===== src/ocp_resp_consts.svh =====
// Purpose: constants for the over-current fault responder
// Assumes: 125 MHz system clock
// Notes: field positions follow the response byte layout
`ifndef OCP_RESP_CONSTS_SVH
`define OCP_RESP_CONSTS_SVH
`define OCA_CMD_CODE 8'h47
`define OCA_RESET_VAL 8'h00
`define OCA_RESP_HI 7
`define OCA_RESP_LO 6
`define OCA_RETRY_HI 5
`define OCA_RETRY_LO 3
`define OCA_DELAY_HI 2
`define OCA_DELAY_LO 0
`define RETRY_NONE 3'h0
`define RETRY_FOREVER 3'h7
`define CLK_PERIOD_NS 8
`endif


===== src/ocp_resp_pkg.sv =====
// Purpose: types for the over-current fault responder
// Assumes: nothing
// Notes: response codes match the two-bit response field
package ocp_resp_pkg;
  typedef enum logic [1:0] {
    RESP_IGNORE = 2'h0,
    RESP_COND_LIMIT = 2'h1,
    RESP_DELAY_LIMIT = 2'h2,
    RESP_SHUTDOWN = 2'h3
  } resp_mode_t;
  typedef struct packed {
    resp_mode_t mode;
    logic [2:0] retries;
    logic [2:0] delay_code;
  } action_cfg_t;
  typedef enum logic [2:0] {
    ST_RUN = 3'h0,
    ST_LIMIT = 3'h1,
    ST_WAIT = 3'h3,
    ST_LATCHED = 3'h2
  } resp_state_t;
endpackage


===== src/overcurrent_fault_responder.sv =====
// Purpose: decide the converter reaction to an output over-current fault
// Assumes: sense comparators and the command decoder are synchronous to sys_clk_i
// Notes: time unit length is supplied as a cycle count from a separate register
`timescale 1ns/1ps
`include "ocp_resp_consts.svh"

// Summary of operation
// - every over-current event that arrives in the run state sets the fault flag and pulses a host notification whatever the response mode.
// - mode 00 keeps running and clamps current at the fault threshold forever, ignoring voltage.
// - mode 01 clamps current while output voltage stays above the cutoff, then shuts down and applies the retry setting.
// - mode 10 clamps current for the programmed delay and applies the retry setting if still limiting at its end.
// - mode 11 shuts the output down at once and then follows the retry setting.
// - the three-bit retry field sets the attempt count, and zero means stay off until the fault is cleared.
// - a retry field of all ones retries without limit.
// - retry values one to five allow that many attempts, then the output stays off until cleared.
// - restart attempts start one delay interval apart, two to the power of the delay code times the time unit.
// - the delay code selects a power-of-two count of time units from 1 to 128.
// - retry value six allows six attempts, then the output stays off until cleared.
// - continuous retrying stops only on an off command, loss of bias power, another shutdown fault or a fault clear.
module overcurrent_fault_responder (
  input wire logic sys_clk_i,
  input wire logic rst_n_i,
  input wire logic cfg_wr_i,
  input wire logic [7:0] cfg_cmd_i,
  input wire logic [7:0] cfg_wdata_i,
  output logic [7:0] cfg_rdata_o,
  input wire logic [15:0] unit_cycles_i,
  input wire logic over_current_i,
  input wire logic under_voltage_i,
  input wire logic output_on_cmd_i,
  input wire logic bias_ok_i,
  input wire logic other_fault_i,
  input wire logic fault_clear_i,
  output logic output_enable_o,
  output logic current_limit_o,
  output logic fault_flag_o,
  output logic notify_o,
  output ocp_resp_pkg::resp_state_t state_o,
  output logic [2:0] attempts_o
);
  import ocp_resp_pkg::*;

  // ------------------------------------------------------------
  // helpers
  // ------------------------------------------------------------
  // power-of-two unit count for a delay code
  function automatic logic [7:0] delay_units(input logic [2:0] code);
    delay_units = 8'h01 << code;
  endfunction

  // where a shutdown goes: latched off when no restart is allowed, else wait for a retry
  function automatic resp_state_t shut_state(input logic [2:0] retries);
    shut_state = (retries == `RETRY_NONE) ? ST_LATCHED : ST_WAIT;
  endfunction

  // true on the last unit of a delay or retry interval
  function automatic logic interval_end(input logic [7:0] units, input logic [2:0] code);
    interval_end = (units + 8'h01 >= delay_units(code));
  endfunction

  // configuration, sequencer state and counters
  action_cfg_t cfg_reg;
  resp_state_t state_reg;
  logic [15:0] presc_reg;
  logic tick;
  logic [7:0] units_reg;
  logic [2:0] attempts_reg;
  logic fault_reg;
  logic notify_reg;
  logic abort;
  logic fire;

  // ------------------------------------------------------------
  // response register
  // ------------------------------------------------------------
  // write only when the command code selects this register
  always_ff @(posedge sys_clk_i) begin
    if (!rst_n_i) begin
      cfg_reg <= action_cfg_t'(`OCA_RESET_VAL);
    end else if (cfg_wr_i && cfg_cmd_i == `OCA_CMD_CODE) begin
      cfg_reg <= action_cfg_t'(cfg_wdata_i);
    end
  end

  // reads of other codes return zero
  always_ff @(posedge sys_clk_i) begin
    if (!rst_n_i) begin
      cfg_rdata_o <= 8'h00;
    end else begin
      cfg_rdata_o <= (cfg_cmd_i == `OCA_CMD_CODE) ? cfg_reg : 8'h00;
    end
  end

  // an off command, bias loss or another fault ends any sequence
  assign abort = !output_on_cmd_i || !bias_ok_i || other_fault_i;
  // a fault is reported once, on leaving run; one that persists while limiting is not reported again
  assign fire = over_current_i && (state_reg == ST_RUN);

  // ------------------------------------------------------------
  // time unit prescaler
  // ------------------------------------------------------------
  // the prescaler runs only while timing; held at zero otherwise, but not cleared on a mode 01 shutdown from limit to wait, so that wait can start mid-unit
  always_ff @(posedge sys_clk_i) begin
    if (!rst_n_i || !(state_reg == ST_LIMIT || state_reg == ST_WAIT)) begin
      presc_reg <= 16'h0000;
    end else if (tick) begin
      presc_reg <= 16'h0000;
    end else begin
      presc_reg <= presc_reg + 16'h0001;
    end
  end
  assign tick = (presc_reg + 16'h0001 >= unit_cycles_i);

  // ------------------------------------------------------------
  // fault sequencer
  // ------------------------------------------------------------
  // one process owns state, unit timer and attempt count so they move together
  always_ff @(posedge sys_clk_i) begin
    if (!rst_n_i) begin
      state_reg <= ST_RUN;
      units_reg <= 8'h00;
      attempts_reg <= 3'h0;
    end else if (abort || fault_clear_i) begin
      state_reg <= ST_RUN;
      units_reg <= 8'h00;
      attempts_reg <= 3'h0;
    end else begin
      unique case (state_reg)
        ST_RUN: begin
          if (over_current_i) begin
            units_reg <= 8'h00;
            unique case (cfg_reg.mode)
              RESP_IGNORE: state_reg <= ST_LIMIT;
              RESP_COND_LIMIT: state_reg <= ST_LIMIT;
              RESP_DELAY_LIMIT: state_reg <= ST_LIMIT;
              RESP_SHUTDOWN: begin
                state_reg <= shut_state(cfg_reg.retries);
              end
            endcase
          end
        end
        ST_LIMIT: begin
          if (!over_current_i && cfg_reg.mode != RESP_DELAY_LIMIT) begin
            state_reg <= ST_RUN;
          end else if (cfg_reg.mode == RESP_COND_LIMIT && under_voltage_i) begin
            units_reg <= 8'h00;
            state_reg <= shut_state(cfg_reg.retries);
          end else if (cfg_reg.mode == RESP_DELAY_LIMIT && tick) begin
            if (interval_end(units_reg, cfg_reg.delay_code)) begin
              units_reg <= 8'h00;
              if (!over_current_i) begin
                state_reg <= ST_RUN;
              end else begin
                state_reg <= shut_state(cfg_reg.retries);
              end
            end else begin
              units_reg <= units_reg + 8'h01;
            end
          end
        end
        ST_WAIT: begin
          // output off, count one interval then attempt a restart
          if (tick) begin
            if (interval_end(units_reg, cfg_reg.delay_code)) begin
              units_reg <= 8'h00;
              state_reg <= ST_RUN;
              if (cfg_reg.retries != `RETRY_FOREVER) begin
                attempts_reg <= attempts_reg + 3'h1;
              end
            end else begin
              units_reg <= units_reg + 8'h01;
            end
          end
        end
        ST_LATCHED: begin
          state_reg <= ST_LATCHED;
        end
        default: begin
          // the four unused codes of the state word fall back to idle
          state_reg <= ST_RUN;
        end
      endcase
      // a fault right after the last allowed attempt latches off; mode 00 never shuts down,
      // so attempts left over from an earlier setting must not latch it
      if (state_reg == ST_RUN && over_current_i && cfg_reg.mode != RESP_IGNORE
          && cfg_reg.retries != `RETRY_FOREVER && attempts_reg >= cfg_reg.retries && attempts_reg != 3'h0) begin
        state_reg <= ST_LATCHED;
      end
    end
  end

  // ------------------------------------------------------------
  // fault flag and notification
  // ------------------------------------------------------------
  // set wins over clear so a fault in the clear cycle is kept
  always_ff @(posedge sys_clk_i) begin
    if (!rst_n_i) begin
      fault_reg <= 1'b0;
      notify_reg <= 1'b0;
    end else begin
      notify_reg <= fire;
      if (fire) begin
        fault_reg <= 1'b1;
      end else if (fault_clear_i) begin
        fault_reg <= 1'b0;
      end
    end
  end

  // ------------------------------------------------------------
  // outputs
  // ------------------------------------------------------------
  // enable drops at once on an off command or bias loss, a cycle before the sequencer resets
  assign output_enable_o = output_on_cmd_i && bias_ok_i && (state_reg == ST_RUN || state_reg == ST_LIMIT);
  assign current_limit_o = (state_reg == ST_LIMIT);
  assign fault_flag_o = fault_reg;
  assign notify_o = notify_reg;
  assign state_o = state_reg;
  assign attempts_o = attempts_reg;
endmodule


===== config.mk =====
export PLATFORM = sky130hd
export DESIGN_NAME = overcurrent_fault_responder
export DESIGN_NICKNAME = d
export VERILOG_FILES = /design/src/ocp_resp_pkg.sv /design/src/overcurrent_fault_responder.sv
export VERILOG_INCLUDE_DIRS = /design/src
export SDC_FILE = /design/constraint.sdc
export NUM_CORES = 1
export LEC_CHECK = 0
export BUFFER_PORTS_ARGS = -buffer_cell sky130_fd_sc_hd__buf_2
export CAP_MARGIN = 20
export CORE_ASPECT_RATIO = 1.5
export CORE_UTILIZATION = 55
export CTS_CLUSTER_SIZE = 20
export DETAILED_ROUTE_END_ITERATION = 7
export GPL_TIMING_DRIVEN = 1
export PLACE_DENSITY = 0.81
export SYNTH_ARGS = -nofsm -noshare
export SYNTH_HDL_FRONTEND = slang
export SYNTH_SLANG_ARGS = --single-unit

===== constraint.sdc =====
create_clock -name sys_clk_i -period 3.5 [get_ports sys_clk_i]
set_input_delay 0.7 -clock sys_clk_i [delete_from_list [all_inputs] [get_ports sys_clk_i]]
set_output_delay 0.7 -clock sys_clk_i [all_outputs]
set_load 0.005 [all_outputs]

==> metrics.md, run 1 <==
| Metric | Value |
|---|---|
| Clock buffers created by TritonCTS | `5` |
| Overall via count from detail_route | `approximately 2500` |
| Number of sinks on the clock net | `47` |
| Detailed-placement wirelength estimate | `4.73 mm` |
| DRT iter0 DRCs | `between 70 and 80` |
| Clock Pin Slew Worst Setup and Hold Paths | `90 ps` |
| Number of standard cells after synthesis | `340` |
| Dominant cells by area after synthesis | `sky130_fd_sc_hd__dfxtp_1, sky130_fd_sc_hd__ha_1, sky130_fd_sc_hd__nor2b_1` |
| Number of maximum-capacitance constraint violations | `0` |
| Final setup viols | `0` |
| Syn Nets | `slightly above 400` |
| Footprint of the flip-flops and latches | `942 sq um` |
| Site Rows | `32` |
| Clock skew after layout | `around 12 ps` |
| Grt ovf | `0` |
| Antenna Cells | `0` |
| Fill count | `approximately 460` |
| Max-slew violation count | `0` |
| Classification of the worst setup path | `flip-flop to flip-flop` |
| TritonCTS clock tree | `done` |
| Total die area | `between 5000 and 6000 sq um` |
| Setup repair after global routing missed its margin | `true` |
| Global-route usage over all layers | `a little under a quarter` |
| Number of hold-repair buffers added at the cts stage | `0` |
| Fin. Hold Viols | `0` |
| Worst Hold Class | `flip-flop to flip-flop` |
| Number of flip-flops under the largest register name | `16` |
| Wire length of the first global-routing pass | `between 9 and 10 mm` |
| Boundary Pins | `a little under 60` |
| Element type at the critical path start | `flip-flop` |
| Top post-synthesis cells by count | `sky130_fd_sc_hd__dfxtp_1, sky130_fd_sc_hd__ha_1, sky130_fd_sc_hd__inv_1` |
| Synth top area share | `between 30% and 40%` |
| Reported leakage power | `1.56 nW` |
| Floorplan die height | `a little over 90 microns` |
| Min Tclk post-route | `between 3000 and 4000 ps` |
| Number of non-filler instances in the completed layout | `roughly 460` |
| Number of remaining DRC errors | `0` |
| Synthesized area divided by synthesized cell count | `~8.6 sq um` |
| Routability-driven placement congestion ratio | `just over 0.9` |
| Multi-input combinational cell area | `1840 sq um` |
| Number of detailed-route iterations in the first pass | `5` |
| Design area | `~3400 sq um` |
| Initial core utilization | `between 50 and 60%` |
| Count leader, synth | `sky130_fd_sc_hd__dfxtp_1` |
| Number of nets with antenna violations after routing | `0` |
| Number of enable-type register cells in the synthesized netlist | `0` |
| Number of nets in the layout | `around 470` |
| Distinct cells, synth | `53` |
| Worst-case headroom to the max-slew limit | `between 40% and 50%` |
| Worst-skew pair later-pin latency | `~320 ps` |
| Via-to-Cell Ratio | `5.47` |
| Fraction of final layout cells sized beyond drive strength 1 | `approximately a fifth` |
| DRT Wirelength | `5.94 mm` |
| Bufs on Longest Clock Path | `2` |
| Placed inst area | `roughly 3300 sq um` |
| Number of H-tree levels | `2` |
| Required time at the worst-slack endpoint | `approximately 3700 ps` |
| Number of antenna violations at the first check in global routing | `0` |
| Root Buffer | `sky130_fd_sc_hd__clkbuf_8` |
| Hold WS | `~450 ps` |
| Final Cycle Share | `between 90% and 100%` |
| Layout area overhead | `15.5%` |
| Most common flop cell mapped by yosys | `sky130_fd_sc_hd__dfxtp_1` |
| Post-synthesis instance area | `between 2000 and 3000 sq um` |
| Area of the core | `5120 sq um` |
| Buffers on Ports | `57` |
| Async set or reset register ratio after synthesis | `0%` |
| Vias in the first global route | `around 2400` |
| Count of yosys warnings during synthesis | `0` |
| Run status | `completed` |
| Capturing element type of the critical path | `flip-flop` |
| Wirelength per Cell | `roughly 13 microns` |
| Upper clock frequency limit | `about 310 MHz` |
| Register bit count reported by yosys | `47` |
| Utilization of the core after routing | `65.9%` |
| Worst-Margin Slew | `811 ps` |
| Highest ir drop seen on vdd | `between 0.00015 and 0.0002 V` |
| Placed cell count | `between 400 and 500` |
| Sequential element share of the synthesized area | `between 30% and 40%` |
| Largest net degree at the start of global routing | `22` |
| Floorplan die width | `61.5 microns` |
| Maximum fanout encountered on the critical timing path | `5` |
| Yosys top cell by area | `sky130_fd_sc_hd__dfxtp_1` |
| Register-to-Register Setup Slack | `between 200 and 250 ps` |
| CP arrival | `3500 ps` |
| Pwr Density | `approximately 280 nW/um^2` |
-- power by group --
part / internal [W] / leakage [nW] / switching, W
Clock: 0.000143 / 0.0408 / 0.000195
Combinational: 0.0000301 / 1.14 / 0.0000293
Sequential: 0.000536 / 0.379 / 0.00000104
-- kinds of logic (layout without fill, tap and decap cells) --
logic type | Yosys count | in the layout | synth area share, %
and+or+nand+nor | 138 | 138 | 26.6
AOI/OAI and AO/OA | 53 | 53 | 13.3
DFF | 47 | 47 | 32.2
buffers and inverters | 41 | 97 | 5.43
adders and majority gates | 31 | 31 | 13.3
xor gates and xnor gates | 20 | 20 | 5.99
muxes | 9 | 9 | 3.08
other | 1 | 1 | 0.128
-- cells in the final DEF, fill, tap and decap left out, drive strengths merged, types with 7 or more instances in the layout --
cell,instances
ha,31
nor2b,25
a21oi,12
buf,59
dfxtp,47
mux2i,9
nand3,18
inv,30
and3,13
nand2,21
o21ai,9
xnor2,10
xor2,10
o31ai,7
nor2,20
nor3,7
nand2b,10
-- routing by layer --
layer  up-vias  share of wire (%)  GRT usage [%]
li1       1289                  -              -
met1      1179                 38           23.7
met2        57                 55           41.6
met3        14                3.7           4.27
met4         0                3.2           11.7
met5         -                  0              0
-- through the flow --
step / power, W / worst slack, ps / setup TNS (ps)
floorplan: 0.000579 / 465 / 0
global placement: 0.000608 / 285 / 0
detailed placement: 0.000609 / 168 / 0
CTS: 0.000947 / 139 / 0
global route: 0.000979 / -49.7 / -134
finish: 0.000934 / 232 / 0
-- cell type report --
class	instances	area share [%]
multi-input combinational	252	54.6
inverter	30	3.33
clock inverter	3	0.704
clock buffer	5	2.04
tap	68	2.52
sequential	47	27.9
timing repair buffer	59	8.89
-- worst max-delay path, stage by stage, from the launching register on --
cell and delay [ps]:
sky130_fd_sc_hd__dfxtp_2 370, sky130_fd_sc_hd__ha_2 200, sky130_fd_sc_hd__inv_1 50, sky130_fd_sc_hd__nor2_1 140
sky130_fd_sc_hd__nand4_1 240, sky130_fd_sc_hd__nor3_2 210, sky130_fd_sc_hd__xor2_1 120, sky130_fd_sc_hd__ha_1 290
sky130_fd_sc_hd__nand4_1 160, sky130_fd_sc_hd__or3_1 440, sky130_fd_sc_hd__nand3_1 140, sky130_fd_sc_hd__nor3_1 70
sky130_fd_sc_hd__or4_4 570, sky130_fd_sc_hd__o31ai_2 190
-- timing repair --
action                     4_1_cts  5_1_grt
setup buffers                    0        1
setup endpoints to repair        0       11
gates resized for setup          0        6
-- worst paths after layout --
path	startpoint	to	depth (start not counted)
max	presc_reg[0]	units_reg[5]	13
max reg2reg	presc_reg[0]	units_reg[5]	13
min	presc_reg[0]	presc_reg[0]	1
min reg2reg	presc_reg[0]	presc_reg[0]	1
Power figures use the tool's default switching activity.
==> run 2, diff against run 1 <==
CORE_UTILIZATION = 59   (was 55)
PLACE_DENSITY = 0.86   (was 0.81)
clock period = 4.09 ns   (was 3.5 ns; I/O delays follow)
==> run 2 against run 1 <==
Critical path depth unchanged. Register-to-register slack improved by 460 ps. Sequential power decreased by 14%. Hold slack improved by 30 ps. Global-route usage increased by 2.4 points. Wire length increased by 1.2%. Clock skew decreased by 3.5 ps. Critical path type unchanged. Critical endpoint unchanged.
==> metrics.md, run 2 (synthesized netlist as in run 1, its figures left out) <==
| Metric | Value |
|---|---|
| Run status | `completed (unchanged)` |
| Reg-to-reg critical path endpoint | `units_reg[5] (unchanged)` |
| Post-cts resize count | `0 (unchanged)` |
| CP arrival | `3630 ps (was 3500 ps)` |
| Highest ir drop seen on vdd | `0.000178 V (was 0.000190 V)` |
| Utilization of the core after routing | `69.4% (was 65.9%)` |
| Highest-count cells in the layout ignoring fill and taps | `sky130_fd_sc_hd__buf_2, sky130_fd_sc_hd__dfxtp_1, sky130_fd_sc_hd__ha_1 (unchanged)` |
| Worst Hold Class | `flip-flop to flip-flop (unchanged)` |
| Worst setup startpoint | `presc_reg[0] (unchanged)` |
| Clock Pin Slew Worst Setup and Hold Paths | `100 ps (was 90 ps)` |
| Setup repair after global routing missed its margin | `false (was true)` |
| Clock buffers created by TritonCTS | `5 (unchanged)` |
| DRT Wirelength | `6.01 mm (was 5.94 mm)` |
| Multi-input combinational cell area | `1820 sq um (was 1840 sq um)` |
| Number of maximum-capacitance constraint violations | `0 (unchanged)` |
| Overall via count from detail_route | `2534 (was 2539)` |
| Floorplan die width | `59.5 microns (was 61.5 microns)` |
| Element type at the critical path start | `flip-flop (unchanged)` |
| DRT iter0 DRCs | `164 (was 72)` |
| Antenna Cells | `0 (unchanged)` |
| Area of the core | `4810 sq um (was 5120 sq um)` |
| Capturing element type of the critical path | `flip-flop (unchanged)` |
| Number of nets with antenna violations after routing | `0 (unchanged)` |
| Detailed-placement wirelength estimate | `4.68 mm (was 4.73 mm)` |
| Post-CTS Repair Setup Buffers | `0 (unchanged)` |
| Hold Path Origin | `fault_flag_o (was presc_reg[0])` |
| Worst-case headroom to the max-slew limit | `43.4% (was 45.6%)` |
| Wirelength per Cell | `13.1 microns (was 12.8 microns)` |
| Bufs on Longest Clock Path | `2 (unchanged)` |
| Clock skew after layout | `8.95 ps (was 12.4 ps)` |
| Number of remaining DRC errors | `0 (unchanged)` |
| Fill count | `418 (was 456)` |
| Number of flip-flops under the largest register name | `16 (unchanged)` |
| Final setup TNS | `0 ps (unchanged)` |
| Post-placement setup slack | `722 ps (was 168 ps)` |
| Number of H-tree levels | `2 (unchanged)` |
| Global-route usage over all layers | `25.5% (was 23.0%)` |
| Worst-skew pair later-pin latency | `320 ps (about the same)` |
| Number of cell instances on the worst register-to-register path | `13 (unchanged)` |
| Max-slew violation count | `0 (unchanged)` |
| Layout area overhead | `14.2% (was 15.5%)` |
| Final setup viols | `0 (unchanged)` |
| Total die area | `5250 sq um (was 5620 sq um)` |
| Vias in the first global route | `2441 (was 2417)` |
| Grt ovf | `0 (unchanged)` |
| Required time at the worst-slack endpoint | `4320 ps (was 3730 ps)` |
| Routability-driven placement congestion ratio | `0.923 (was 0.913)` |
| Pwr Density | `241 nW/um^2 (was 277 nW/um^2)` |
| Buffers on Ports | `57 (unchanged)` |
| Reported leakage power | `1.55 nW (was 1.56 nW)` |
| Classification of the worst setup path | `flip-flop to flip-flop (unchanged)` |
| PnR worst setup slack | `691 ps (was 232 ps)` |
| Number of nets in the layout | `465 (was 467)` |
| Most common cell after layout, fill and taps aside | `sky130_fd_sc_hd__buf_2 (unchanged)` |
| Footprint of the flip-flops and latches | `941 sq um (was 942 sq um)` |
| TritonCTS clock tree | `done (unchanged)` |
| Floorplan die height | `88.2 microns (was 91.3 microns)` |
| Root Buffer | `sky130_fd_sc_hd__clkbuf_8 (unchanged)` |
| Number of sinks on the clock net | `47 (unchanged)` |
| Worst-Margin Slew | `844 ps (was 811 ps)` |
| Min Tclk post-route | `3400 ps (was 3270 ps)` |
| Boundary Pins | `59 (unchanged)` |
| Register-to-Register Setup Slack | `690 ps (was 230 ps)` |
| Placed cell count | `452 (was 455)` |
| Capture point of the critical path | `units_reg[5] (unchanged)` |
| Upper clock frequency limit | `294 MHz (was 306 MHz)` |
| Largest net degree at the start of global routing | `22 (unchanged)` |
| Number of non-filler instances in the completed layout | `460 (was 464)` |
| Site Rows | `31 (was 32)` |
| Wire length of the first global-routing pass | `10.2 mm (was 9.86 mm)` |
| Number of antenna violations at the first check in global routing | `0 (unchanged)` |
| Maximum fanout encountered on the critical timing path | `5 (unchanged)` |
| Final Cycle Share | `83.1% (was 93.4%)` |
| Number of hold-repair buffers added at the cts stage | `0 (unchanged)` |
| Fraction of final layout cells sized beyond drive strength 1 | `19.3% (was 21.0%)` |
| Critical R2R Launch | `presc_reg[0] (unchanged)` |
| Fin. Hold Viols | `0 (unchanged)` |
| Initial core utilization | `60.8% (was 57.1%)` |
| Number of detailed-route iterations in the first pass | `4 (was 5)` |
| Via-to-Cell Ratio | `5.51 (was 5.47)` |
## run 2: per-stage QoR
step	hold slack, ps	instance area (sq um)	power [W]
2_1_floorplan	444	2920	0.000496
3_3_place_gp	457	3250	0.000520
3_5_place_dp	476	3250	0.000521
4_1_cts	490	3340	0.000808
5_1_grt	511	3340	0.000838
6_report	481	3340	0.000806
## run 2: how the worst min path moves through the flow
stage	to	slack [ps]	cells after the start
2_1_floorplan	presc_reg[0]	440	1
3_3_place_gp	units_reg[7]	460	2
3_5_place_dp	fault_flag_o	480	2
4_1_cts	units_reg[6]	490	2
5_1_grt	presc_reg[0]	510	1
6_report	fault_flag_o	480	2
## run 2: critical path: stages (launching register included)
cell and delay [ps]:
sky130_fd_sc_hd__dfxtp_1 400, sky130_fd_sc_hd__ha_1 240, sky130_fd_sc_hd__inv_1 50, sky130_fd_sc_hd__nor2_1 140, sky130_fd_sc_hd__nand4_1 230, sky130_fd_sc_hd__nor3_1 280, sky130_fd_sc_hd__xor2_1 120, sky130_fd_sc_hd__ha_1 290
sky130_fd_sc_hd__nand4_1 150, sky130_fd_sc_hd__nor3_2 230, sky130_fd_sc_hd__nor4b_4 300, sky130_fd_sc_hd__nor3_1 120, sky130_fd_sc_hd__or4_4 570, sky130_fd_sc_hd__o31ai_2 190
## run 2: power by group
| group | total [W] | switching [W] | internal, W | leakage (nW) |
|---|---|---|---|---|
| sequential | 0.000460 | 0.000000912 | 0.000459 | 0.379 |
| combinational | 0.0000514 | 0.0000255 | 0.0000259 | 1.13 |
| clock | 0.000295 | 0.000173 | 0.000122 | 0.0408 |
| total | 0.000806 | 0.000199 | 0.000607 | 1.55 |
## run 2: final cells by class
type / instances / share of cell area (%)
multi-input combinational: 252 / 54.6
sequential: 47 / 28.2
timing repair buffer: 57 / 8.55
inverter: 30 / 3.37
tap: 66 / 2.47
clock buffer: 5 / 2.06
clock inverter: 3 / 0.712
## run 2: routing by layer
layer	vias to the layer above	part of all wire, %	track usage (%)
li1	1283	-	-
met1	1167	40	27.3
met2	74	54	47.1
met3	10	4.3	4.53
met4	0	2.1	11.7
met5	-	0	0
==> run 3, diff against run 2 <==
ABC_AREA = 1   (was not set)
CORE_UTILIZATION = 50   (was 59)
PLACE_DENSITY = 0.77   (was 0.86)
clock period = 3.05 ns   (was 4.09 ns; I/O delays follow)
==> run 3 against run 2 <==
Largest power group unchanged. Sequential power up 34%. Combinational power is 71% higher. Synthesized cell count grew 29%. First-iteration DRC count shrank 17%. Maximum frequency increased by 16%. Critical endpoint is now attempts_o[1]. Wire length is 11% higher. Critical path type unchanged. Via count is 16% higher. Register-to-register slack got worse by 570 ps. Non-clock buffer count is 3 higher. Hold slack got worse by 8.9 ps.
==> metrics.md, run 3 <==
| Metric | Value |
|---|---|
| Run status | `completed (unchanged)` |
| Clock Pin Slew Worst Setup and Hold Paths | `90 ps (was 100 ps)` |
| DRT Wirelength | `6.68 mm (was 6.01 mm)` |
| Floorplan die width | `65.1 microns (was 59.5 microns)` |
| Final Cycle Share | `96.0% (was 83.1%)` |
| PnR worst setup slack | `123 ps (was 691 ps)` |
| Number of antenna violations at the first check in global routing | `0 (unchanged)` |
| Most common flop cell mapped by yosys | `sky130_fd_sc_hd__dfxtp_1 (unchanged)` |
| Routability-driven placement congestion ratio | `0.818 (was 0.923)` |
| Max-slew violation count | `0 (unchanged)` |
| Buffers on Ports | `57 (unchanged)` |
| Count leader, synth | `sky130_fd_sc_hd__inv_1 (was sky130_fd_sc_hd__dfxtp_1)` |
| Number of hold-repair buffers added at the cts stage | `0 (unchanged)` |
| Utilization of the core after routing | `62.7% (was 69.4%)` |
| Yosys top cell by area | `sky130_fd_sc_hd__dfxtp_1 (unchanged)` |
| Vias in the first global route | `2820 (was 2441)` |
| Grt ovf | `0 (unchanged)` |
| Highest ir drop seen on vdd | `0.000264 V (was 0.000178 V)` |
| Number of H-tree levels | `2 (unchanged)` |
| Capturing element type of the critical path | `flip-flop (unchanged)` |
| TritonCTS clock tree | `done (unchanged)` |
| Number of standard cells after synthesis | `437 (was 340)` |
| Detailed-placement wirelength estimate | `5.15 mm (was 4.68 mm)` |
| Async set or reset register ratio after synthesis | `0% (unchanged)` |
| Worst-case headroom to the max-slew limit | `53.5% (was 43.4%)` |
| Worst-skew pair later-pin latency | `310 ps (was 320 ps)` |
| Register bit count reported by yosys | `47 (unchanged)` |
| Root Buffer | `sky130_fd_sc_hd__clkbuf_8 (unchanged)` |
| Register-to-Register Setup Slack | `120 ps (was 690 ps)` |
| Area of the core | `5790 sq um (was 4810 sq um)` |
| Pwr Density | `346 nW/um^2 (was 241 nW/um^2)` |
| Reported leakage power | `1.85 nW (was 1.55 nW)` |
| Highest-count cells in the layout ignoring fill and taps | `sky130_fd_sc_hd__inv_1, sky130_fd_sc_hd__nand2_1, sky130_fd_sc_hd__buf_2 (was sky130_fd_sc_hd__buf_2, sky130_fd_sc_hd__dfxtp_1, sky130_fd_sc_hd__ha_1)` |
| Initial core utilization | `51.6% (was 60.8%)` |
| Fill count | `542 (was 418)` |
| Distinct cells, synth | `27 (was 53)` |
| Clock skew after layout | `6.01 ps (was 8.95 ps)` |
| Sequential element share of the synthesized area | `31.5% (was 32.2%)` |
| Number of nets in the layout | `571 (was 465)` |
| Number of flip-flops under the largest register name | `16 (unchanged)` |
| Clock buffers created by TritonCTS | `5 (unchanged)` |
| Number of sinks on the clock net | `47 (unchanged)` |
| Fraction of final layout cells sized beyond drive strength 1 | `19.4% (was 19.3%)` |
| DRT iter0 DRCs | `136 (was 164)` |
| Worst-Margin Slew | `691 ps (was 844 ps)` |
| Boundary Pins | `59 (unchanged)` |
| Critical R2R Launch | `presc_reg[0] (unchanged)` |
| Required time at the worst-slack endpoint | `3250 ps (was 4320 ps)` |
| Element type at the critical path start | `flip-flop (unchanged)` |
| Number of maximum-capacitance constraint violations | `0 (unchanged)` |
| Synth top area share | `31.5% (was 32.2%)` |
| Largest net degree at the start of global routing | `17 (was 22)` |
| Dominant cells by area after synthesis | `sky130_fd_sc_hd__dfxtp_1, sky130_fd_sc_hd__ha_1, sky130_fd_sc_hd__inv_1 (was sky130_fd_sc_hd__dfxtp_1, sky130_fd_sc_hd__ha_1, sky130_fd_sc_hd__nor2b_1)` |
| Final setup TNS | `0 ps (unchanged)` |
| Wirelength per Cell | `11.7 microns (was 13.1 microns)` |
| Site Rows | `34 (was 31)` |
| Synthesized area divided by synthesized cell count | `6.83 sq um (was 8.60 sq um)` |
| Placed cell count | `561 (was 452)` |
| Placed inst area | `3320 sq um (was 3250 sq um)` |
| Total die area | `6290 sq um (was 5250 sq um)` |
| Endpoint of the worst hold-timing path | `presc_reg[0] (was fault_flag_o)` |
| Number of enable-type register cells in the synthesized netlist | `0 (unchanged)` |
| Reg-to-reg critical path endpoint | `attempts_o[1] (was units_reg[5])` |
| Final setup viols | `0 (unchanged)` |
| Layout area overhead | `21.6% (was 14.2%)` |
| Post-placement setup slack | `78.1 ps (was 722 ps)` |
| Number of non-filler instances in the completed layout | `572 (was 460)` |
| Global-route usage over all layers | `21.7% (was 25.5%)` |
| Antenna Cells | `0 (unchanged)` |
| Fin. Hold Viols | `0 (unchanged)` |
| Post-synthesis instance area | `2980 sq um (was 2920 sq um)` |
| Worst Hold Class | `flip-flop to flip-flop (unchanged)` |
| Number of cell instances on the worst register-to-register path | `18 (was 13)` |
| Via-to-Cell Ratio | `5.13 (was 5.51)` |
| Syn Nets | `509 (was 412)` |
| Number of remaining DRC errors | `0 (unchanged)` |
| Hold Path Origin | `presc_reg[0] (was fault_flag_o)` |
| Upper clock frequency limit | `342 MHz (was 294 MHz)` |
| Wire length of the first global-routing pass | `10.9 mm (was 10.2 mm)` |
| Overall via count from detail_route | `2935 (was 2534)` |
| Count of yosys warnings during synthesis | `0 (unchanged)` |
| Most common cell after layout, fill and taps aside | `sky130_fd_sc_hd__inv_1 (was sky130_fd_sc_hd__buf_2)` |
| Design area | `3630 sq um (was 3340 sq um)` |
| Top post-synthesis cells by count | `sky130_fd_sc_hd__inv_1, sky130_fd_sc_hd__nand2_1, sky130_fd_sc_hd__nor2_1 (was sky130_fd_sc_hd__dfxtp_1, sky130_fd_sc_hd__ha_1, sky130_fd_sc_hd__inv_1)` |
| Bufs on Longest Clock Path | `2 (unchanged)` |
| Number of nets with antenna violations after routing | `0 (unchanged)` |
| Maximum fanout encountered on the critical timing path | `5 (unchanged)` |
| Number of detailed-route iterations in the first pass | `4 (unchanged)` |
| Floorplan die height | `96.6 microns (was 88.2 microns)` |
| CP arrival | `3130 ps (was 3630 ps)` |
| Cell depth of the worst min-delay path | `1 (was 2)` |
| Min Tclk post-route | `2930 ps (was 3400 ps)` |
| Classification of the worst setup path | `flip-flop to flip-flop (unchanged)` |
## run 3: metrics by stage
stage,hold slack [ps],power [W]
after floorplan,443,0.000681
after global placement,464,0.000713
after detailed placement,474,0.000717
after CTS,496,0.00126
after global routing,490,0.00130
final,472,0.00125
## run 3: cell type report
cell class / count / area (sq um) / area share (%)
Tap cell: 72 / 90.1 / 2.48
Clock buffer: 5 / 68.8 / 1.90
Multi-Input combinational cell: 291 / 1790 / 49.4
Sequential cell: 47 / 947 / 26.1
Clock inverter: 3 / 67.6 / 1.86
Timing Repair Buffer: 60 / 308 / 8.49
Inverter: 94 / 353 / 9.73
## run 3: what timing repair did
| action | in CTS | in global routing |
|---|---|---|
| setup endpoints to repair | 0 | 14 |
| setup buffers | 0 | 2 |
| resized for setup | 0 | 30 |
## run 3: report_power, final
part | internal [W] | switching, W
clock network | 0.000327 | 0.000222
logic | 0.0000416 | 0.0000464
registers | 0.000615 | 0.00000189
total | 0.000983 | 0.000270
## run 3: cells by family (layout without fill, tap and decap cells)
group	Yosys count	count (layout)	share of synthesized area, %
compound gates	50	50	8.51
xor+xnor	15	15	4.40
fa+ha+maj	31	31	13.0
buf+inv	100	162	13.2
flops	47	47	31.5
other cells	1	1	0.126
simple gates	193	194	29.2
## run 3: critical path, stage by stage (launching register included)
cell and delay, ps:
sky130_fd_sc_hd__dfxtp_4 390, sky130_fd_sc_hd__nand3_4 100, sky130_fd_sc_hd__nor2_4 150, sky130_fd_sc_hd__nand2_4 80
sky130_fd_sc_hd__nor3_4 210, sky130_fd_sc_hd__nand3_2 110, sky130_fd_sc_hd__nor2_2 150, sky130_fd_sc_hd__nand2_1 80
sky130_fd_sc_hd__xor2_1 190, sky130_fd_sc_hd__inv_1 110, sky130_fd_sc_hd__ha_4 280, sky130_fd_sc_hd__nand4_1 140
sky130_fd_sc_hd__a21oi_1 190, sky130_fd_sc_hd__nor2_2 90, sky130_fd_sc_hd__nand2_2 110, sky130_fd_sc_hd__buf_4 120
sky130_fd_sc_hd__nand3_2 110, sky130_fd_sc_hd__o21ai_1 180, sky130_fd_sc_hd__a21oi_1 50
## run 3: worst max-delay path by stage
stage,start,end,slack [ps]
final,presc_reg[0],attempts_o[1],120
after global routing,presc_reg[3],attempts_o[0],-70
after CTS,presc_reg[0],units_reg[4],50
after detailed placement,presc_reg[0],units_reg[4],80
after global placement,presc_reg[0],units_reg[4],190
after floorplan,presc_reg[0],units_reg[0],410
## run 3: layer usage
metal / GRT usage (%) / share of wire, % / wire (microns) / vias to the layer above
met5: 0 / 0 / 0 / -
met4: 10.0 / 2.1 / 143 / 0
met1: 20.5 / 38 / 2530 / 1351
li1: - / - / - / 1503
met3: 4.48 / 3.7 / 246 / 12
met2: 42.3 / 56 / 3760 / 69
